### config.mk
export PLATFORM = sky130hd
export DESIGN_NAME = scg_top
export DESIGN_NICKNAME = d
export VERILOG_FILES = /design/src/hw/scg_unit_gate.v /design/src/hw/scg_top.v
export VERILOG_INCLUDE_DIRS = /design/src /design/src/hw
export SDC_FILE = /design/constraint.sdc
export NUM_CORES = 1
export LEC_CHECK = 0
export BUFFER_PORTS_ARGS = -buffer_cell sky130_fd_sc_hd__buf_4
export CELL_PAD_IN_SITES_DETAIL_PLACEMENT = 0
export CELL_PAD_IN_SITES_GLOBAL_PLACEMENT = 2
export CORE_MARGIN = 2
export CORE_UTILIZATION = 32
export CTS_CLUSTER_DIAMETER = 30
export DETAILED_ROUTE_END_ITERATION = 8
export GPL_TIMING_DRIVEN = 0
export PLACE_DENSITY = 0.76
export SYNTH_ARGS = -nofsm -noshare
export SYNTH_HDL_FRONTEND = slang
export SYNTH_SLANG_ARGS = --single-unit
### constraint.sdc
create_clock -name clock -period 1.8 [get_ports clock]
set_input_delay 0.18 -clock clock [delete_from_list [all_inputs] [get_ports clock]]
set_output_delay 0.18 -clock clock [all_outputs]
set_load 0.02 [all_outputs]
### src/hw/scg_map.vh
// Constants for the sleep-mode unit clock gating register block
// What this block does
// - Bit 26 gates comparator c clock in sleep, resets 0, set means clocked
// - Bits 24 and 25 gate comparators a and b likewise, reset 0
// - Bits 31 to 27 are reserved, read zero, writes ignored
// - Access to an unclocked unit is answered with a bus fault
// - Sleep gating applies only with auto gating select set, else run gating
// - Every gate bit resets to 0 so all units start disabled
`ifndef SCG_MAP_VH
`define SCG_MAP_VH
`define SCG_AW 12
`define SCG_OFF_SLEEP_GATE 12'h114
`define SCG_OFF_RUN_GATE 12'h104
`define SCG_OFF_CTRL 12'h060
`define SCG_OFF_IRQ_STAT 12'h200
`define SCG_OFF_IRQ_MASK 12'h204
`define SCG_OFF_FAULT_UNIT 12'h208
`define SCG_RW_MASK 32'h0707_1013
`define SCG_GATE_RESET 32'h0000_0000
`define SCG_CTRL_AUTO_BIT 27
`define SCG_NUNITS 11
`define SCG_UNIT_W 4
`define SCG_IRQ_W 2
`define SCG_IRQ_FAULT 0
`define SCG_IRQ_SLEEP 1
`define SCG_BIT_CMP_A 24
`define SCG_BIT_CMP_B 25
`define SCG_BIT_CMP_C 26
`define SCG_BIT_TMR_A 16
`define SCG_BIT_TMR_B 17
`define SCG_BIT_TMR_C 18
`define SCG_BIT_TWI 12
`define SCG_BIT_SSI 4
`define SCG_BIT_ASY_B 1
`define SCG_BIT_ASY_A 0
`endif

### src/hw/scg_unit_gate.v
// Per-unit gate selection and bus fault check for one gated unit
`include "scg_map.vh"
module scg_unit_gate (
  input wire clock,
  input wire rst_b,
  input wire sleep_gate,
  input wire run_gate,
  input wire in_sleep,
  input wire auto_gating_select,
  input wire unit_access,
  output reg clk_en_q,
  output reg fault_q
);
  wire en_d;
  // Sleep value only rules when auto gating is chosen
  assign en_d = (in_sleep && auto_gating_select) ? sleep_gate : run_gate;
  // Enable registered so the gate never glitches; reset leaves unit off
  always @(posedge clock or negedge rst_b) begin
    if (!rst_b) begin
      clk_en_q <= 1'b0;
      fault_q <= 1'b0;
    end else begin
      clk_en_q <= en_d;
      fault_q <= unit_access && !en_d;
    end
  end
endmodule

### src/hw/scg_top.v
// Sleep-mode unit clock gating register with bus fault and interrupt
`include "scg_map.vh"
module scg_top (
  input wire clock,
  input wire rst_b,
  input wire [11:0] addr,
  input wire [31:0] wdata,
  input wire wr_stb,
  input wire rd_stb,
  output reg [31:0] rdata_q,
  input wire in_sleep,
  input wire [10:0] unit_access,
  output reg [10:0] unit_clk_en_q,
  output reg [10:0] bus_fault_q,
  output reg irq_q
);
  reg [31:0] sleep_gate_q;
  reg [31:0] run_gate_q;
  reg auto_q;
  reg [1:0] stat_q;
  reg [1:0] mask_q;
  reg [3:0] fault_unit_q;
  reg sleep_prev_q;
  reg [31:0] rdata_d;
  reg [3:0] fu_d;
  integer k;
  wire [10:0] en_w;
  wire [10:0] flt_w;
  wire [1:0] ev_w;
  wire [1:0] stat_d;
  wire [10:0] sleep_bits_w;
  wire [10:0] run_bits_w;
  wire irq_d;
  wire wr_sleep_w;
  wire wr_run_w;
  wire wr_ctrl_w;
  wire wr_stat_w;
  wire wr_mask_w;
  wire [1:0] clr_w;
  wire comparator_c_clk_en;
  wire comparator_b_clk_en;
  wire comparator_a_clk_en;
  wire gp_counter_c_clk_en;
  wire gp_counter_b_clk_en;
  wire gp_counter_a_clk_en;
  wire twowire_port_a_clk_en;
  wire sync_serial_a_clk_en;
  wire async_serial_b_clk_en;
  wire async_serial_a_clk_en;

  // Sleep gate fields under their own names
  assign comparator_c_clk_en = sleep_gate_q[`SCG_BIT_CMP_C];
  assign comparator_b_clk_en = sleep_gate_q[`SCG_BIT_CMP_B];
  assign comparator_a_clk_en = sleep_gate_q[`SCG_BIT_CMP_A];
  assign gp_counter_c_clk_en = sleep_gate_q[`SCG_BIT_TMR_C];
  assign gp_counter_b_clk_en = sleep_gate_q[`SCG_BIT_TMR_B];
  assign gp_counter_a_clk_en = sleep_gate_q[`SCG_BIT_TMR_A];
  assign twowire_port_a_clk_en = sleep_gate_q[`SCG_BIT_TWI];
  assign sync_serial_a_clk_en = sleep_gate_q[`SCG_BIT_SSI];
  assign async_serial_b_clk_en = sleep_gate_q[`SCG_BIT_ASY_B];
  assign async_serial_a_clk_en = sleep_gate_q[`SCG_BIT_ASY_A];

  // Sleep fields in unit order; the spare top slot never gets a clock
  assign sleep_bits_w = {1'b0, comparator_c_clk_en, comparator_b_clk_en,
    comparator_a_clk_en, gp_counter_c_clk_en, gp_counter_b_clk_en, gp_counter_a_clk_en,
    twowire_port_a_clk_en, sync_serial_a_clk_en, async_serial_b_clk_en,
    async_serial_a_clk_en};

  // Run bits in the same order, wired fixed so no index mux sits in the path
  assign run_bits_w[0] = run_gate_q[`SCG_BIT_ASY_A];
  assign run_bits_w[1] = run_gate_q[`SCG_BIT_ASY_B];
  assign run_bits_w[2] = run_gate_q[`SCG_BIT_SSI];
  assign run_bits_w[3] = run_gate_q[`SCG_BIT_TWI];
  assign run_bits_w[4] = run_gate_q[`SCG_BIT_TMR_A];
  assign run_bits_w[5] = run_gate_q[`SCG_BIT_TMR_B];
  assign run_bits_w[6] = run_gate_q[`SCG_BIT_TMR_C];
  assign run_bits_w[7] = run_gate_q[`SCG_BIT_CMP_A];
  assign run_bits_w[8] = run_gate_q[`SCG_BIT_CMP_B];
  assign run_bits_w[9] = run_gate_q[`SCG_BIT_CMP_C];
  assign run_bits_w[10] = 1'b0;

  // One gate cell per unit
  genvar g;
  generate
    for (g = 0; g < `SCG_NUNITS; g = g + 1) begin : unit
      scg_unit_gate u_gate (
        .clock(clock),
        .rst_b(rst_b),
        .sleep_gate(sleep_bits_w[g]),
        .run_gate(run_bits_w[g]),
        .in_sleep(in_sleep),
        .auto_gating_select(auto_q),
        .unit_access(unit_access[g]),
        .clk_en_q(en_w[g]),
        .fault_q(flt_w[g])
      );
    end
  endgenerate
  // Events: a faulted access, and entry into sleep
  assign ev_w[`SCG_IRQ_FAULT] = |flt_w;
  assign ev_w[`SCG_IRQ_SLEEP] = in_sleep && !sleep_prev_q;
  // Write decodes, one per writable register
  assign wr_sleep_w = wr_stb && (addr == `SCG_OFF_SLEEP_GATE);
  assign wr_run_w = wr_stb && (addr == `SCG_OFF_RUN_GATE);
  assign wr_ctrl_w = wr_stb && (addr == `SCG_OFF_CTRL);
  assign wr_stat_w = wr_stb && (addr == `SCG_OFF_IRQ_STAT);
  assign wr_mask_w = wr_stb && (addr == `SCG_OFF_IRQ_MASK);
  // Write-one-to-clear pattern for the status bits
  assign clr_w = wr_stat_w ? wdata[`SCG_IRQ_W-1:0] : 2'b00;
  // Set wins over write-one-to-clear so no event is lost
  assign stat_d = ev_w | (stat_q & ~clr_w);
  // Lowest faulting unit index is latched for software
  always @* begin
    fu_d = fault_unit_q;
    for (k = `SCG_NUNITS - 1; k >= 0; k = k - 1) begin
      if (flt_w[k]) begin
        fu_d = k[3:0];
      end
    end
  end

  // Sleep gate; reserved bits are masked off so they always read zero
  always @(posedge clock or negedge rst_b) begin
    if (!rst_b) begin
      sleep_gate_q <= `SCG_GATE_RESET;
    end else if (wr_sleep_w) begin
      sleep_gate_q <= wdata & `SCG_RW_MASK;
    end
  end

  // Run gate; same layout and mask as the sleep gate
  always @(posedge clock or negedge rst_b) begin
    if (!rst_b) begin
      run_gate_q <= `SCG_GATE_RESET;
    end else if (wr_run_w) begin
      run_gate_q <= wdata & `SCG_RW_MASK;
    end
  end

  // Auto gating select, the one live bit of the control word
  always @(posedge clock or negedge rst_b) begin
    if (!rst_b) begin
      auto_q <= 1'b0;
    end else if (wr_ctrl_w) begin
      auto_q <= wdata[`SCG_CTRL_AUTO_BIT];
    end
  end

  // Interrupt mask
  always @(posedge clock or negedge rst_b) begin
    if (!rst_b) begin
      mask_q <= 2'b00;
    end else if (wr_mask_w) begin
      mask_q <= wdata[`SCG_IRQ_W-1:0];
    end
  end

  // Sticky status, updated every cycle from the set-wins equation
  always @(posedge clock or negedge rst_b) begin
    if (!rst_b) begin
      stat_q <= 2'b00;
    end else begin
      stat_q <= stat_d;
    end
  end

  // Faulting unit index, held until a later fault replaces it
  always @(posedge clock or negedge rst_b) begin
    if (!rst_b) begin
      fault_unit_q <= 4'h0;
    end else begin
      fault_unit_q <= fu_d;
    end
  end

  // Sleep level of the last cycle; resets to the idle level so no false entry
  always @(posedge clock or negedge rst_b) begin
    if (!rst_b) begin
      sleep_prev_q <= 1'b0;
    end else begin
      sleep_prev_q <= in_sleep;
    end
  end

  // Read mux; unmapped addresses read zero
  always @* begin
    rdata_d = 32'h0000_0000;
    case (addr)
      `SCG_OFF_SLEEP_GATE: rdata_d = sleep_gate_q;
      `SCG_OFF_RUN_GATE: rdata_d = run_gate_q;
      `SCG_OFF_CTRL: rdata_d[`SCG_CTRL_AUTO_BIT] = auto_q;
      `SCG_OFF_IRQ_STAT: rdata_d[1:0] = stat_q;
      `SCG_OFF_IRQ_MASK: rdata_d[1:0] = mask_q;
      `SCG_OFF_FAULT_UNIT: rdata_d[3:0] = fault_unit_q;
      default: rdata_d = 32'h0000_0000;
    endcase
  end

  // Interrupt level from the status as it will stand next cycle
  assign irq_d = |(stat_d & mask_q);

  // Read data stand one cycle after the strobe, zero otherwise
  always @(posedge clock or negedge rst_b) begin
    if (!rst_b) begin
      rdata_q <= 32'h0000_0000;
    end else begin
      rdata_q <= rd_stb ? rdata_d : 32'h0000_0000;
    end
  end

  // Unit enables; a second flop keeps the pins free of cell logic
  always @(posedge clock or negedge rst_b) begin
    if (!rst_b) begin
      unit_clk_en_q <= 11'h000;
    end else begin
      unit_clk_en_q <= en_w;
    end
  end

  // Bus faults, one cycle for every faulted access cycle
  always @(posedge clock or negedge rst_b) begin
    if (!rst_b) begin
      bus_fault_q <= 11'h000;
    end else begin
      bus_fault_q <= flt_w;
    end
  end

  // Level interrupt output
  always @(posedge clock or negedge rst_b) begin
    if (!rst_b) begin
      irq_q <= 1'b0;
    end else begin
      irq_q <= irq_d;
    end
  end
endmodule

==> impl_metrics.toml <==
[worst_setup_path]
crit_arrival_ns = 1.89
rr_endpoint = "irq_q"
path_class = "reg -> reg"
cp_top_family = "simple AND/OR/NAND/NOR gates"
crit_path_end_kind = "register"
reg2reg_from = "unit[6].u_gate.fault_q"
worst-path-buf-inv = 0
path_max_fanout = 5
startpoint_type = "register"
reg2reg_depth = 4
ff2ff_setup_slack_ns = 0.14
cp_slowest_cell = "dfrtp_1"
cp_slowest_stage_delay_ns = 0.44
cp.required_ns = 2.03
path_cells = "nor4_2, nand2_1, or3_1, a31o_2"

[detailed_routing]
antenna_left = 0
vias = 2184
dr.pass1.iters = 6
drtIter0Drc = 43
routed_wl_um = 6970
vias_per_cell = 4.35
drc = 0
routedWlPerCell_um = 13.9

[synth]
synth_top_area_frac = 0.628
synth_seq_cells = 86
ys_types = 38
syn_area_per_cell_um2 = 13.3
synth_ff_type = "dfrtp_1"
yosysWarnings = 0
synth_area_um2 = 3430
async_reset_ff_frac = 1.00
syn-instance-count = 258
synth.top_cells.by_area = "dfrtp_1 63%, mux2_2 11%, buf_4 4.4%, mux2i_1 3.5%, nor2_1 3.1%"
synth_edf_count = 0
ys_seq_area_frac = 0.628
yosysTopAreaCell = "dfrtp_1"

[power_and_ir_drop]
powerDensity_nw_per_um2 = 813
leakage_nw = 2.26
irDropWorstVdd_mv = 0.367

[final_layout]
fin_cells = 502
fin_nets = 421
syn_to_final_growth_pct = 29.5
diodes = 0
drive_gt1_frac = 0.426
fill_cells = 1049

[die]
boundaryPins = 115
rows = 37
dieHeight_um = 108
core_um2 = 10400
fp.dieW_um = 108
dieArea_um2 = 11600
initial_core_util = 0.331

[sta]
fin_tns_setup_ns = 0
rsz0062_at_grt = "false"
setup_viol = 0
fin_skew_ns = 0.00922
worstMarginPinSlew_ns = 1.05
period_share = 0.924
hold_viol_final = 0
slew_headroom = 0.302
fmax_mhz = 601
fin_crit_ns = 1.66
fin_hold_ws_ns = 0.0329
slew_violations = 0

[status]
status = "finished, final reports clean"

[clock_tree]
cts_sinks = 86
clockBufferDepth = 2
clk_latency_ns = 0.34
ctsRootBufferMaster = "clkbuf_8"
clk_pin_slew_ns = 0.08
cts_made_buffers = 9
htree_num_levels = 3
cts_tree = "built"

[grt]
grt_util_met1 = 0.163
grt_pass1_wl_um = 11100
overflow = 0
grt_max_degree = 87
grt_use_met3 = 0.0224
grt_pass1_vias = 2209
met2_usage = 0.214
antenna_found_initial = 0
top_usage_layer = "met2"
grt.total_usage = 0.127

[placed_design]
portBuffers = 71
gp_congestion = 0.762
dp.cells = 484
post-dp-hpwl_um = 4990

[flow_run]
drv_cap = 0

[hold_path]
hold_class = "in -> async"
==> per-stage QoR <==
step / util / cell area, um2 / power (mW) / setup WS (ns)
CTS: 0.427 / 4430 / 3.66 / 0.0191
finish: 0.428 / 4440 / 3.61 / 0.137
floorplan: - / 3500 / 2.17 / 0.261
global route: 0.428 / 4440 / 3.79 / 0.00341
global placement: 0.405 / 4200 / 2.33 / 0.0375
detailed placement: 0.405 / 4200 / 2.33 / 0.0128
==> report_power, final <==
group          internal (mW)  total [mW]  switching [mW]
clock network          0.661        1.32           0.656
logic                  0.135       0.306           0.171
registers               1.96        1.99          0.0248
==> state kept, by name (all words and copies together), names as in the netlist <==
name,cells
irq_q,1
auto_q,1
stat_q,2
unit_clk_en_q,10
mask_q,2
fault_unit_q,4
unit.u_gate.fault_q,11
sleep_gate_q,10
run_gate_q,10
sleep_prev_q,1
bus_fault_q,11
unit.u_gate.clk_en_q,10
rdata_q,13
==> worst max path at each step <==
stage                                 from                to  slack [ns]  cells after the start
global placement                   addr[2]  sleep_gate_q[26]        0.04                      4
CTS                 unit[6].u_gate.fault_q             irq_q        0.02                      4
global route        unit[6].u_gate.fault_q             irq_q       0.003                      4
finish              unit[6].u_gate.fault_q             irq_q        0.14                      4
detailed placement                 addr[2]  sleep_gate_q[16]        0.01                      4
floorplan           unit[6].u_gate.fault_q             irq_q        0.26                      4
==> logic make-up (layout without fill, tap and decap cells) <==
group	Yosys count	count (layout)	synth area share
flops	86	86	0.628
simple gates	75	75	0.133
mux	45	45	0.143
buf+inv	34	123	0.0602
compound gates	17	17	0.0347
other cells	1	20	0.00109
==> cell usage in the layout (no fill, tap or decap), drive strengths merged <==
cell type    Yosys  routed
or3              2       2
nand3            4       4
and4             2       2
nor2b            4       4
nand2           10      10
or2              2       2
and2             3       3
nor4             4       4
a21boi           1       1
nor2            29      29
conb             1      20
a21oi            4       4
clkinvlp         0       1
mux2i           12      12
a211oi           1       1
a22oi            1       1
o21a             2       2
inv             11      12
nand4            5       5
o21ai            2       2
a21o             1       1
nor4b            4       4
a211o            1       1
a31o             1       1
nor3             3       3
dlygate4sd3      0       2
mux2            33      33
and3             2       2
clkbuf           0      13
o31a             1       1
clkinv           0       1
dfrtp           86      86
o2bb2ai          1       1
nor3b            1       1
o41ai            1       1
buf             23      94
==> synth_stat cells, types with 3 or more instances <==
library cell / n
buf_2: 3
dfrtp_1: 86
and2_1: 3
nand2_1: 10
mux2i_1: 12
a21oi_1: 4
nor2b_1: 4
inv_1: 11
nor4_1: 3
nor3_1: 3
nor2_1: 28
nand4_1: 4
nand3_1: 3
buf_4: 20
mux2_2: 33
==> worst reg2reg max path: cells and delay by family, from the launching register on <==
family          cells  cell delay, ns
simple gates        3            0.85
flops               1            0.44
compound gates      1            0.25
==> per-layer routing <==
metal / part of all wire / up-vias
met2: 0.51 / 57
met5: 0 / -
li1: - / 1050
met4: 0.0043 / 0
met1: 0.44 / 1074
met3: 0.046 / 3
==> area by class of cell <==
| class | count | area (um2) | area share |
|---|---|---|---|
| sequential | 86 | 2150 | 0.485 |
| multi-input combinational | 157 | 1150 | 0.260 |
| timing repair buffer | 73 | 553 | 0.125 |
| clock buffer | 13 | 179 | 0.0403 |
| tap | 136 | 170 | 0.0383 |
| buffer | 23 | 165 | 0.0372 |
| inverter | 11 | 41.3 | 0.00930 |
| clock inverter | 3 | 25.0 | 0.00564 |
==> what timing repair did <==
action	4_1_cts	5_1_grt
endpoints found under the hold margin	2	0
setup endpoints to repair	0	1
hold buffers	2	0
resized for setup	0	2
setup buffers	0	0
Power figures use the tool's default switching activity.
